===== src/common/pefm_cfg.svh =====
// pin map, reset values and widths for the port e/f override block
`ifndef PEFM_CFG_SVH
`define PEFM_CFG_SVH

// port e pin positions
`define PEFM_PE_RX       0
`define PEFM_PE_TX       1
`define PEFM_PE_UCLK     2
`define PEFM_PE_CMPN     3
`define PEFM_PE_SCL      4
`define PEFM_PE_SDA      5
`define PEFM_PE_SDO      6
`define PEFM_PE_CKO      7

// port f test port pin positions
`define PEFM_PF_TCK      4
`define PEFM_PF_TMS      5
`define PEFM_PF_TDO      6
`define PEFM_PF_TDI      7

// pins per port
`define PEFM_PORT_W      8

// port f pull-ups held on through reset (test port pins)
`define PEFM_PF_PU_RST   8'hf0

// test port register widths
`define PEFM_IR_W        4
`define PEFM_DR_W        8

`endif


===== src/common/pefm_pkg.sv =====
// types shared by the port e/f override block
package pefm_pkg;

    // one pin's set of override controls
    typedef struct packed {
        logic pullup_ovr_en;
        logic pullup_ovr_val;
        logic dir_ovr_en;
        logic dir_ovr_val;
        logic value_ovr_en;
        logic value_ovr_val;
        logic inbuf_ovr_en;
        logic inbuf_ovr_val;
    } pefm_ovr_t;

    // resolved drive of one 8-pin port
    typedef struct packed {
        logic [7:0] out;
        logic [7:0] oe;
        logic [7:0] pu;
        logic [7:0] die;
    } pefm_drive_t;

    typedef enum logic [3:0] {
        TAP_RESET,
        TAP_IDLE,
        TAP_SEL_DR,
        TAP_CAP_DR,
        TAP_SHIFT_DR,
        TAP_EXIT1_DR,
        TAP_PAUSE_DR,
        TAP_EXIT2_DR,
        TAP_UPD_DR,
        TAP_SEL_IR,
        TAP_CAP_IR,
        TAP_SHIFT_IR,
        TAP_EXIT1_IR,
        TAP_PAUSE_IR,
        TAP_EXIT2_IR,
        TAP_UPD_IR
    } pefm_tap_t;

endpackage


===== src/logic/pefm_pin_sync.sv =====
// three-stage pin synchroniser with agreement filter
`timescale 1ns/1ps
`default_nettype none

module pefm_pin_sync
#(
    parameter int W = 16
)
(
    input  wire logic         clk_i,
    input  wire logic         rst_n_i,
    input  wire logic [W-1:0] pin_i,
    output var  logic [W-1:0] level_o
);

    logic [W-1:0] s1;
    logic [W-1:0] s2;
    logic [W-1:0] s3;

    always_ff @(posedge clk_i or negedge rst_n_i)
    begin
        if (!rst_n_i)
        begin
            s1 <= '0;
            s2 <= '0;
            s3 <= '0;
        end
        else
        begin
            s1 <= pin_i;
            s2 <= s1;
            s3 <= s2;
        end
    end

    // a change counts once stages two and three agree
    for (genvar i = 0; i < W; i++)
    begin : g_filt
        always_ff @(posedge clk_i or negedge rst_n_i)
        begin
            if (!rst_n_i)
                level_o[i] <= 1'b0;
            else if (s2[i] == s3[i])
                level_o[i] <= s3[i];
        end
    end

endmodule // pefm_pin_sync

`default_nettype wire


===== src/logic/pefm_mux.sv =====
// pin override mux for ports e and f with test access port
`timescale 1ns/1ps
`default_nettype none
`include "pefm_cfg.svh"

// How it works
// - receiver on forces pin e0 to input
// - receiver on: pin e0 pull-up follows latch and global pull-up control
// - two-wire: pin e5 pull-up off, open-drain drive of zero
// - two-wire: pin e4 direction from hold, latch, dir; drives zero; toggle strobe reaches the pin only outside two-wire
// - clock-output fuse forces pin e7 out driving the i/o clock
// - pin-change mask plus group enable force input buffer on
// - pins e3/e2 buffer off on comparator disable unless pin change on
// - test port pull-ups on port f loaded on by reset, then held on only while test port enabled
// - test port enabled removes port f bits 7..4 from general use
// - test data out drives only in shift states, else pulled high
// - test port state machine advances only on test clock rising edges; forced to reset while test port disabled
// - test data in shifts into instruction or selected data register
// - port f pins are analog channels; bits 7..4 carry test port pins

module pefm_mux
    import pefm_pkg::*;
(
    input  wire logic       clk_i,
    input  wire logic       rst_n_i,
    input  wire logic [7:0] pe_latch_i,
    input  wire logic [7:0] pe_dir_i,
    input  wire logic [7:0] pe_pin_i,
    input  wire logic [7:0] pf_latch_i,
    input  wire logic [7:0] pf_dir_i,
    input  wire logic [7:0] pf_pin_i,
    input  wire logic       pullup_global_off_i,
    input  wire logic       receiver_on_i,
    input  wire logic       transmitter_on_i,
    input  wire logic       tx_data_i,
    input  wire logic       usart_ext_clock_oe_i,
    input  wire logic       usart_ext_clock_i,
    input  wire logic       two_wire_mode_sel_i,
    input  wire logic       three_wire_mode_sel_i,
    input  wire logic       clock_stretch_hold_i,
    input  wire logic       serial_clock_toggle_strobe_i,
    input  wire logic       start_detect_irq_on_i,
    input  wire logic       serial_data_out_i,
    input  wire logic       clock_output_fuse_i,
    input  wire logic       io_clock_i,
    input  wire logic [7:0] pin_change_mask_i,
    input  wire logic       pin_change_group_on_i,
    input  wire logic       comp_pos_input_off_i,
    input  wire logic       comp_neg_input_off_i,
    input  wire logic       jtag_enable_i,
    input  wire logic [7:0] dr_capture_i,
    output logic      [7:0] pe_out_o,
    output logic      [7:0] pe_oe_o,
    output logic      [7:0] pe_pullup_o,
    output logic      [7:0] pe_in_o,
    output logic      [7:0] pf_out_o,
    output logic      [7:0] pf_oe_o,
    output logic      [7:0] pf_pullup_o,
    output logic      [7:0] pf_in_o,
    output logic            rx_data_o,
    output logic            usart_ext_clock_in_o,
    output logic            serial_data_in_o,
    output logic            serial_clk_pin_o,
    output logic      [7:0] pin_change_src_o,
    output logic      [3:0] tap_ir_o,
    output logic      [7:0] dr_update_o
);

    localparam int IRW = `PEFM_IR_W;
    localparam int DRW = `PEFM_DR_W;

    // ------------------------------------------------------------
    // pin synchronisers
    // ------------------------------------------------------------
    logic [15:0] pins;

    pefm_pin_sync #(.W(16)) u_sync
    (
        .clk_i   (clk_i),
        .rst_n_i (rst_n_i),
        .pin_i   ({pf_pin_i, pe_pin_i}),
        .level_o (pins)
    );

    // ------------------------------------------------------------
    // test access port
    // ------------------------------------------------------------
    pefm_tap_t      tap_state;
    pefm_tap_t      next_tap;
    logic           tck_prev;
    logic           tck_rise;
    logic           tms;
    logic           tdi;
    logic [IRW-1:0] ir_sr;
    logic [DRW-1:0] dr_sr;
    logic           byp;
    logic           sel_byp;
    logic           shifting;
    logic           tdo;

    // test port rides on port f bits 7..4
    assign tms      = pins[8 + `PEFM_PF_TMS];
    assign tdi      = pins[8 + `PEFM_PF_TDI];
    assign tck_rise = jtag_enable_i && pins[8 + `PEFM_PF_TCK] && !tck_prev;
    assign sel_byp  = &tap_ir_o;
    assign shifting = (tap_state == TAP_SHIFT_IR) ||
                      (tap_state == TAP_SHIFT_DR);
    assign tdo      = (tap_state == TAP_SHIFT_IR) ? ir_sr[0] :
                      (sel_byp ? byp : dr_sr[0]);

    always_ff @(posedge clk_i or negedge rst_n_i)
    begin
        if (!rst_n_i)
            tck_prev <= 1'b0;
        else
            tck_prev <= pins[8 + `PEFM_PF_TCK];
    end

    always_comb
    begin
        case (tap_state)
            TAP_RESET:    next_tap = tms ? TAP_RESET   : TAP_IDLE;
            TAP_IDLE:     next_tap = tms ? TAP_SEL_DR  : TAP_IDLE;
            TAP_SEL_DR:   next_tap = tms ? TAP_SEL_IR  : TAP_CAP_DR;
            TAP_CAP_DR:   next_tap = tms ? TAP_EXIT1_DR : TAP_SHIFT_DR;
            TAP_SHIFT_DR: next_tap = tms ? TAP_EXIT1_DR : TAP_SHIFT_DR;
            TAP_EXIT1_DR: next_tap = tms ? TAP_UPD_DR  : TAP_PAUSE_DR;
            TAP_PAUSE_DR: next_tap = tms ? TAP_EXIT2_DR : TAP_PAUSE_DR;
            TAP_EXIT2_DR: next_tap = tms ? TAP_UPD_DR  : TAP_SHIFT_DR;
            TAP_UPD_DR:   next_tap = tms ? TAP_SEL_DR  : TAP_IDLE;
            TAP_SEL_IR:   next_tap = tms ? TAP_RESET   : TAP_CAP_IR;
            TAP_CAP_IR:   next_tap = tms ? TAP_EXIT1_IR : TAP_SHIFT_IR;
            TAP_SHIFT_IR: next_tap = tms ? TAP_EXIT1_IR : TAP_SHIFT_IR;
            TAP_EXIT1_IR: next_tap = tms ? TAP_UPD_IR  : TAP_PAUSE_IR;
            TAP_PAUSE_IR: next_tap = tms ? TAP_EXIT2_IR : TAP_PAUSE_IR;
            TAP_EXIT2_IR: next_tap = tms ? TAP_UPD_IR  : TAP_SHIFT_IR;
            TAP_UPD_IR:   next_tap = tms ? TAP_SEL_DR  : TAP_IDLE;
            default:      next_tap = TAP_RESET;
        endcase
    end

    // state forced to reset while test port disabled, else advances on test clock rising edges
    always_ff @(posedge clk_i or negedge rst_n_i)
    begin
        if (!rst_n_i)
            tap_state <= TAP_RESET;
        else if (!jtag_enable_i)
            tap_state <= TAP_RESET;
        else if (tck_rise)
            tap_state <= next_tap;
    end

    // instruction path
    always_ff @(posedge clk_i or negedge rst_n_i)
    begin
        if (!rst_n_i)
        begin
            ir_sr    <= '0;
            tap_ir_o <= '1;
        end
        else if (tap_state == TAP_RESET)
            tap_ir_o <= '1;
        else if (tck_rise)
        begin
            case (tap_state)
                TAP_CAP_IR:   ir_sr    <= IRW'(1);
                TAP_SHIFT_IR: ir_sr    <= {tdi, ir_sr[IRW-1:1]};
                TAP_UPD_IR:   tap_ir_o <= ir_sr;
                default:      ir_sr    <= ir_sr;
            endcase
        end
    end

    // data path: bypass bit or data chain chosen by instruction
    always_ff @(posedge clk_i or negedge rst_n_i)
    begin
        if (!rst_n_i)
        begin
            dr_sr       <= '0;
            byp         <= 1'b0;
            dr_update_o <= '0;
        end
        else if (tck_rise)
        begin
            case (tap_state)
                TAP_CAP_DR:
                begin
                    dr_sr <= dr_capture_i;
                    byp   <= 1'b0;
                end
                TAP_SHIFT_DR:
                begin
                    if (sel_byp)
                        byp <= tdi;
                    else
                        dr_sr <= {tdi, dr_sr[DRW-1:1]};
                end
                TAP_UPD_DR:
                begin
                    if (!sel_byp)
                        dr_update_o <= dr_sr;
                end
                default:
                begin
                    byp <= byp;
                end
            endcase
        end
    end

    // ------------------------------------------------------------
    // override tables
    // ------------------------------------------------------------
    pefm_ovr_t ovr_e [8];
    pefm_ovr_t ovr_f [8];
    logic [7:0] pc_on;
    logic       pu_off;
    logic       tgl_scl;

    assign pc_on  = pin_change_mask_i & {8{pin_change_group_on_i}};
    assign pu_off = pullup_global_off_i;

    always_comb
    begin
        for (int k = 0; k < 8; k++)
        begin
            ovr_e[k]               = '0;
            ovr_f[k]               = '0;
            ovr_e[k].inbuf_ovr_en  = pc_on[k];
            ovr_e[k].inbuf_ovr_val = 1'b1;
        end
        // receive pin
        ovr_e[`PEFM_PE_RX].dir_ovr_en = receiver_on_i;
        ovr_e[`PEFM_PE_RX].dir_ovr_val = 1'b0;
        ovr_e[`PEFM_PE_RX].pullup_ovr_en = receiver_on_i;
        ovr_e[`PEFM_PE_RX].pullup_ovr_val = pe_latch_i[0] & ~pu_off;
        // transmit pin
        ovr_e[`PEFM_PE_TX].pullup_ovr_en = transmitter_on_i;
        ovr_e[`PEFM_PE_TX].dir_ovr_en = transmitter_on_i;
        ovr_e[`PEFM_PE_TX].dir_ovr_val = 1'b1;
        ovr_e[`PEFM_PE_TX].value_ovr_en = transmitter_on_i;
        ovr_e[`PEFM_PE_TX].value_ovr_val = tx_data_i;
        // usart clock / comparator positive
        ovr_e[`PEFM_PE_UCLK].value_ovr_en = usart_ext_clock_oe_i;
        ovr_e[`PEFM_PE_UCLK].value_ovr_val = usart_ext_clock_i;
        ovr_e[`PEFM_PE_UCLK].inbuf_ovr_en =
            pc_on[2] | comp_pos_input_off_i;
        ovr_e[`PEFM_PE_UCLK].inbuf_ovr_val = pc_on[2];
        // comparator negative
        ovr_e[`PEFM_PE_CMPN].inbuf_ovr_en =
            pc_on[3] | comp_neg_input_off_i;
        ovr_e[`PEFM_PE_CMPN].inbuf_ovr_val = pc_on[3];
        // serial clock
        ovr_e[`PEFM_PE_SCL].dir_ovr_en = two_wire_mode_sel_i;
        ovr_e[`PEFM_PE_SCL].dir_ovr_val =
            (clock_stretch_hold_i | pe_latch_i[4]) & pe_dir_i[4];
        ovr_e[`PEFM_PE_SCL].value_ovr_en =
            two_wire_mode_sel_i & pe_dir_i[4];
        ovr_e[`PEFM_PE_SCL].inbuf_ovr_en =
            pc_on[4] | start_detect_irq_on_i;
        // serial data
        ovr_e[`PEFM_PE_SDA].pullup_ovr_en = two_wire_mode_sel_i;
        ovr_e[`PEFM_PE_SDA].dir_ovr_en = two_wire_mode_sel_i;
        ovr_e[`PEFM_PE_SDA].dir_ovr_val =
            (pins[5] | pe_latch_i[5]) & pe_dir_i[5];
        ovr_e[`PEFM_PE_SDA].value_ovr_en =
            two_wire_mode_sel_i & pe_dir_i[5];
        ovr_e[`PEFM_PE_SDA].inbuf_ovr_en =
            pc_on[5] | start_detect_irq_on_i;
        // serial data output
        ovr_e[`PEFM_PE_SDO].value_ovr_en = three_wire_mode_sel_i;
        ovr_e[`PEFM_PE_SDO].value_ovr_val = serial_data_out_i;
        // clock output
        ovr_e[`PEFM_PE_CKO].dir_ovr_en = clock_output_fuse_i;
        ovr_e[`PEFM_PE_CKO].dir_ovr_val = 1'b1;
        ovr_e[`PEFM_PE_CKO].value_ovr_en = clock_output_fuse_i;
        ovr_e[`PEFM_PE_CKO].value_ovr_val = io_clock_i;
        // port f test port pins
        for (int k = 4; k < 8; k++)
        begin
            ovr_f[k].pullup_ovr_en  = jtag_enable_i;
            ovr_f[k].pullup_ovr_val = 1'b1;
            ovr_f[k].dir_ovr_en     = jtag_enable_i;
            ovr_f[k].value_ovr_en   = jtag_enable_i;
            ovr_f[k].inbuf_ovr_en   = jtag_enable_i;
        end
        ovr_f[`PEFM_PF_TDO].dir_ovr_val = shifting;
        ovr_f[`PEFM_PF_TDO].value_ovr_val = tdo;
    end

    // serial clock toggle strobe flips the pin value
    always_ff @(posedge clk_i or negedge rst_n_i)
    begin
        if (!rst_n_i)
            tgl_scl <= 1'b0;
        else if (serial_clock_toggle_strobe_i)
            tgl_scl <= ~tgl_scl;
    end

    // ------------------------------------------------------------
    // per-pin resolution
    // ------------------------------------------------------------
    pefm_drive_t next_e;
    pefm_drive_t next_f;
    logic [7:0]  tgl_e;

    assign tgl_e = {3'h0, tgl_scl, 4'h0};

    for (genvar i = 0; i < 8; i++)
    begin : g_pin
        assign next_e.oe[i]  = ovr_e[i].dir_ovr_en ? ovr_e[i].dir_ovr_val
                             : pe_dir_i[i];
        assign next_e.out[i] = ovr_e[i].value_ovr_en ? ovr_e[i].value_ovr_val
                             : pe_latch_i[i] ^ tgl_e[i];
        assign next_e.pu[i]  = ovr_e[i].pullup_ovr_en ? ovr_e[i].pullup_ovr_val
                             : pe_latch_i[i] & ~pe_dir_i[i] & ~pu_off;
        assign next_e.die[i] = ovr_e[i].inbuf_ovr_en ? ovr_e[i].inbuf_ovr_val
                             : 1'b1;
        assign next_f.oe[i]  = ovr_f[i].dir_ovr_en ? ovr_f[i].dir_ovr_val
                             : pf_dir_i[i];
        assign next_f.out[i] = ovr_f[i].value_ovr_en ? ovr_f[i].value_ovr_val
                             : pf_latch_i[i];
        assign next_f.pu[i]  = ovr_f[i].pullup_ovr_en ? ovr_f[i].pullup_ovr_val
                             : pf_latch_i[i] & ~pf_dir_i[i] & ~pu_off;
        assign next_f.die[i] = ovr_f[i].inbuf_ovr_en ? ovr_f[i].inbuf_ovr_val
                             : 1'b1;
    end

    always_ff @(posedge clk_i or negedge rst_n_i)
    begin
        if (!rst_n_i)
        begin
            pe_out_o    <= '0;
            pe_oe_o     <= '0;
            pe_pullup_o <= '0;
            pf_out_o    <= '0;
            pf_oe_o     <= '0;
            pf_pullup_o <= `PEFM_PF_PU_RST;
        end
        else
        begin
            pe_out_o    <= next_e.out;
            pe_oe_o     <= next_e.oe;
            pe_pullup_o <= next_e.pu;
            pf_out_o    <= next_f.out;
            pf_oe_o     <= next_f.oe;
            pf_pullup_o <= next_f.pu;
        end
    end

    // inputs to peripherals and pin registers
    always_ff @(posedge clk_i or negedge rst_n_i)
    begin
        if (!rst_n_i)
        begin
            pe_in_o              <= '0;
            pf_in_o              <= '0;
            rx_data_o            <= 1'b0;
            usart_ext_clock_in_o <= 1'b0;
            serial_data_in_o     <= 1'b0;
            serial_clk_pin_o     <= 1'b0;
            pin_change_src_o     <= '0;
        end
        else
        begin
            pe_in_o              <= pins[7:0] & next_e.die;
            pf_in_o              <= pins[15:8] & next_f.die;
            rx_data_o            <= pins[0] & next_e.die[0];
            usart_ext_clock_in_o <= pins[2] & next_e.die[2];
            serial_data_in_o     <= pins[5] & next_e.die[5];
            serial_clk_pin_o     <= pins[4] & next_e.die[4];
            pin_change_src_o     <= pins[7:0] & next_e.die & pc_on;
        end
    end
endmodule // pefm_mux

`default_nettype wire


===== config.mk =====
export PLATFORM = sky130hd
export DESIGN_NAME = pefm_mux
export DESIGN_NICKNAME = d
export VERILOG_FILES = /design/src/common/pefm_pkg.sv /design/src/logic/pefm_pin_sync.sv /design/src/logic/pefm_mux.sv
export VERILOG_INCLUDE_DIRS = /design/src /design/src/common
export SDC_FILE = /design/constraint.sdc
export NUM_CORES = 1
export LEC_CHECK = 0
export ABC_AREA = 1
export BUFFER_PORTS_ARGS = -buffer_cell sky130_fd_sc_hd__buf_2
export CORE_MARGIN = 10
export CORE_UTILIZATION = 55
export CTS_CLUSTER_SIZE = 12
export DETAILED_ROUTE_END_ITERATION = 8
export GPL_TIMING_DRIVEN = 0
export MAX_ROUTING_LAYER = met4
export PLACE_DENSITY = 0.81
export SLEW_MARGIN = 5
export SYNTH_ARGS = -nofsm -noshare
export SYNTH_HDL_FRONTEND = slang
export SYNTH_SLANG_ARGS = --single-unit

===== constraint.sdc =====
create_clock -name clk_i -period 3.2 [get_ports clk_i]
set_input_delay 0.48 -clock clk_i [delete_from_list [all_inputs] [get_ports clk_i]]
set_output_delay 0.48 -clock clk_i [all_outputs]
set_load 0.05 [all_outputs]

---- After elaboration in Yosys (flattened, before gate mapping) ----
Index checks and enable logic that the tools add are counted.
storage, ports and cells
  flip-flop bits (word level) ............. 171
  word-level logic and storage cells ...... 213
operators by class
  equal/unequal tests ..................... 34
  multiplexer cells ....................... 54
  bitwise logic cells ..................... 67
  reduce and logical (&&, ||, !) cells .... 18
operators with widths
  cell                count
  $pmux 4 s12         1
  $and 1x1->1         38
  $mux 4              9
  $mux 1              35
  $and 8x8->8         4
  $eq 4x4->1 const B  8
  $not 1->1           20
  $eq 1x1->1          16
  $eq 4x3->1 const B  4
  $pmux 8 s2          1
  $reduce_and 3->1    4
  $eq 4x2->1 const B  2
  $mux 8              1
  $pmux 4 s2          1
  $reduce_bool 2->1   4
  $mux 2              3
  $mux 3              2
  $eq 4x1->1 const B  1
  $logic_not 4->1     1
  $ne 2x2->1 const B  2
  $or 1x1->1          4
  $reduce_and 4->1    1
  $reduce_or 2->1     2
  $reduce_or 3->1     1
  7 further kinds     8

---- Longest topological paths before layout ----
  depth after elaboration ................. 5
  mapped depth ............................ 10

---- Modules after synthesis ----
From an unflattened synthesis, not the netlist that was laid out.
unflattened totals
  cells, all modules ...................... 503
  area, all modules ....................... 5,791.8 µm²
modules (own cells, without submodules)
  module         instances  cells an instance  area an instance (µm²)
  pefm_mux       1          375                3,930.0
  pefm_pin_sync  1          128                1,861.8

---- Worst setup path after synthesis ----
OpenSTA, ideal clock, no wires.
  kind .................................... flip-flop to flip-flop
  start point ............................. reg tap_ir_o[0]
  end point ............................... reg dr_sr[6]
  library setup time ...................... 118 ps
  data arrival time ....................... 1,524 ps
  path slack .............................. 1,558 ps
  stages on the path, launching flop included .. 7
  cells stage by stage .................... dfstp_2 nand4_1 nor2_4 nor2_8 buf_12 nand2_2 o21ai_2
on the way
  longest elaborated chain between the ends .. 3
RTL lines
  item                               RTL line         RTL
  from (decl)                        pefm_mux.sv:65   output logic [3:0] tap_ir_o,
  from (signal assigned)             pefm_mux.sv:168  TAP_UPD_IR: tap_ir_o <= ir_sr;
  $reduce_and 4->1                   pefm_mux.sv:105  assign sel_byp = &tap_ir_o;
  $ne 2x2->1 (no source line)        n/a
  $reduce_and 3->1 (no source line)  n/a
  to (signal assigned)               pefm_mux.sv:188  dr_sr <= dr_capture_i;
  to (signal assigned)               pefm_mux.sv:196  dr_sr <= {tdi, dr_sr[DRW-1:1]};
  to (decl)                          pefm_mux.sv:95   logic [DRW-1:0] dr_sr;
No other way between the ends.
A chain may end at the register's enable or synchronous reset.

---- Final worst setup path ----
  start point ............................. reg tap_ir_o[2]
  end point ............................... out tap_ir_o[2]
No word-level cell between the ends.

==> key figures <==
Outcome
  • Outcome: finished, final reports clean

Yosys
  • Post-synth EDFFs: 0
  • Yosys warnings: 0
  • Synthesized cell area: 5750 µm²
  • Synth Register Bits: 167
  • Syn avg cell area: 12.5 µm²
  • Synth async-reset ratio: 1.00
  • Synth Net Count: 543
  • Top FF cell, synth: dfrtp_1
  • Yosys cell types: 39
  • Seq/Total Area, Yosys: 0.728
  • Synth Instances: 459

Worst setup path
  • CP delay by family, top: flip-flops
  • Slowest stage delay, CP: 0.55 ns
  • Startpoint types: flop
  • CP bufs+invs: 1
  • Crit Path Class: reg2out
  • CP Cell Sequence: buf_2
  • Critical Path Sink Type: output pin
  • CP max FO: 3
  • Crit path arrival time: 1.35 ns
  • Worst Path Required: 2.72 ns
  • CP max-delay cell: dfstp_2

Layout
  • Final nets: 733
  • Share of cells above drive strength 1: 0.373
  • Synth-to-Final Area Change: 29.0%
  • Util after Layout: 0.722

Placed design
  • RePlAce Congestion: 0.904
  • Port Buffers: 169
  • Post-DP HPWL: 9430 µm
  • Pre-CTS WS: 1.47 ns

Floorplanning
  • Die Y: 122 µm
  • Core Region: 10300 µm²
  • Std-Cell Rows: 37
  • # IOs: 172
  • Initial Utilization: 0.560
  • DIE WIDTH: 122 µm
  • Die area: 14900 µm²

Clock network
  • Max Buffers Root-to-Sink: 2
  • Post-CTS setup buffers: 0
  • Cts bufs inserted: 17
  • CTS root buf: clkbuf_8
  • H-tree lvl count: 4
  • Clock-pin slew on the worst setup and hold paths: 0.06 ns
  • Post_cts resized: 0
  • Clock sink count: 167
  • CTS tree: done
  • Later-pin clock latency in the skew report: 0.53 ns

Timing
  • Max Fclk: 0.546 GHz
  • Slew HR: 0.623
  • PnR worst setup slack: 1.37 ns
  • Final setup violation count: 0
  • Max Slew Vio Count: 0
  • Clock period minus final worst setup slack: 1.83 ns
  • Tightest Pin Transition: 0.565 ns
  • Clk_skew: 0.00463 ns
  • Final Hold Vio Count: 0
  • RSZ-0062 raised after global routing: no
  • Tcrit/Tclk final: 0.572

Route
  • Routed len/inst: 16.6 µm
  • DRT iter0 DRCs: 338
  • Drc violations: 0
  • First drt pass iteration count: 4
  • Routed via count: 3874
  • Antenna-violating nets left: 0
  • Final wirelength: 13300 µm
  • Via density: 4.85

GRT
  • Initial antenna violation count: 1
  • Vias in the first global route: 4174
  • Largest net degree at the start of global routing: 97
  • First-pass GRT wire length: 21300 µm
  • GR Util All Layers: 0.193
  • GRT overflow: 0

Pwr
  • Sequential group share of total power: 0.469
  • Switching Share: 0.251
  • Total power: 0.00487 W
  • Clock power frac: 0.419
  • Combinational share of power: 0.112
  • Sw Pwr: 0.00122 W
  • Power Density: 657 nW/µm²
  • Peak supply drop: 0.512 mV
  • Leakage: 3.89 nW
  • P_int: 0.00365 W

Min path
  • Hold WC Path Type: in2reg

Run
  • Max_cap viols: 0
==> worst paths after layout <==
| path | startpoint | end | slack (ns) | depth (start not counted) |
|---|---|---|---|---|
| setup / recovery | tap_ir_o[2]$_DFFE_PN1P_ | tap_ir_o[2] | 1.37 | 1 |
| max in group asynchronous | rst_n_i | u_sync.level_o[14]$_DFFE_PN0N_ | 1.87 | 3 |
| min in group asynchronous | rst_n_i | u_sync.s1[1]$_DFF_PN0_ | 0.49 | 2 |
| hold / removal | pe_pin_i[4] | u_sync.s1[4]$_DFF_PN0_ | 0.05 | 1 |
| setup reg to reg | tap_ir_o[2]$_DFFE_PN1P_ | dr_sr[7]$_DFFE_PN0P_ | 1.55 | 6 |
| hold reg to reg | u_sync.s1[3]$_DFF_PN0_ | u_sync.s2[3]$_DFF_PN0_ | 0.35 | 0 |
==> synthesized netlist by cell type, drive strengths merged, types with 2 or more instances <==
| cell | count | area, µm² |
|---|---|---|
| dfstp | 8 | 210 |
| nand3 | 13 | 65.1 |
| maj3 | 16 | 160 |
| o31ai | 4 | 30.0 |
| dfrtp | 159 | 3980 |
| clkbuf | 4 | 15.0 |
| nand4 | 2 | 27.5 |
| or2 | 2 | 12.5 |
| o211ai | 2 | 15.0 |
| a21oi | 7 | 42.5 |
| and3 | 4 | 25.0 |
| nor3 | 5 | 25.0 |
| nand2 | 89 | 367 |
| o21ai | 36 | 210 |
| inv | 43 | 161 |
| nor2 | 43 | 226 |
| nor3b | 6 | 45.0 |
| buf | 8 | 77.6 |
==> metrics by stage <==
| step | std cells | TNS [ns] | hold slack (ns) | instance area [µm²] |
|---|---|---|---|---|
| 3_5_place_dp | 765 | 0 | 0.335 | 6800 |
| 2_1_floorplan | 459 | 0 | 0.184 | 5750 |
| 5_1_grt | 799 | 0 | 0.0219 | 7420 |
| 4_1_cts | 798 | 0 | 0.0201 | 7410 |
| 6_report | 799 | 0 | 0.0470 | 7420 |
| 3_3_place_gp | 764 | -90.29 | 0.332 | 6770 |
==> power by group through the flow <==
stage,registers [W],clock network [W],logic (W)
after floorplan,0.00254,0,0.000120
after global placement,0.00232,0,0.000529
after detailed placement,0.00232,0,0.000545
after CTS,0.00229,0.00207,0.000552
after global routing,0.00230,0.00217,0.000583
final,0.00229,0.00204,0.000544
==> cell usage in the layout, fill, tap and decap left out, types with 8 or more instances in the layout <==
cell type | Yosys | routed
buf_2 | 1 | 169
clkbuf_1 | 4 | 8
clkbuf_16 | 0 | 16
dfrtp_1 | 159 | 159
dfstp_2 | 8 | 8
inv_1 | 38 | 38
maj3_1 | 16 | 16
nand2_1 | 82 | 82
nand3_1 | 13 | 13
nor2_1 | 36 | 36
o21ai_0 | 17 | 17
o21ai_1 | 11 | 11
o21ai_2 | 8 | 8
==> worst reg2reg max path: cells and delay by family, from the launching register on <==
family	cells	cell delay, ns
AND/OR/NAND/NOR	4	0.81
flip-flops	1	0.55
buffers and inverters	1	0.15
AO/OA/AOI/OAI	1	0.04
==> metal layers <==
layer	vias up	GRT usage	wire length, µm
met4	0	0.0987	382
li1	1848	-	-
met3	28	0.0542	892
met1	1865	0.210	5120
met2	133	0.318	6860
met5	-	-	0
==> final cells by class <==
type,instances,area (µm²)
well taps,136,170
plain buffers,12,92.6
clock buffers,25,484
multi-input cells,236,1300
clock inverters,7,116
diodes,1,2.50
inverters,44,166
flip-flops and latches,167,4190
repair buffers,171,893
fillers,715,2860
==> kinds of logic after synthesis <==
kind of cell,Yosys count,share of synthesized area
flip-flops,167,0.728
adder cells (fa/ha/maj),16,0.0278
XOR/XNOR,2,0.00305
AO/OA/AOI/OAI,53,0.0566
AND/OR/NAND/NOR,165,0.139
buffers and inverters,56,0.0450
==> sequential cells by signal (all words and copies together), names as in the netlist, 8 cells and up <==
| register | cells |
|---|---|
| pf_pullup_o | 8 |
| pf_out_o | 8 |
| pe_oe_o | 8 |
| pe_out_o | 8 |
| u_sync.level_o | 16 |
| dr_sr | 8 |
| u_sync.s3 | 16 |
| pe_in_o | 8 |
| dr_update_o | 8 |
| pf_in_o | 8 |
| u_sync.s1 | 16 |
| pf_oe_o | 8 |
| pin_change_src_o | 8 |
| u_sync.s2 | 16 |
| pe_pullup_o | 8 |
==> what timing repair did <==
| item | CTS | global route |
|---|---|---|
| setup endpoints to repair | 0 | 0 |
| endpoints found under the hold margin | 63 | 0 |
| hold buffers | 1 | 0 |
No activity file was read; power rests on OpenSTA's default activity.
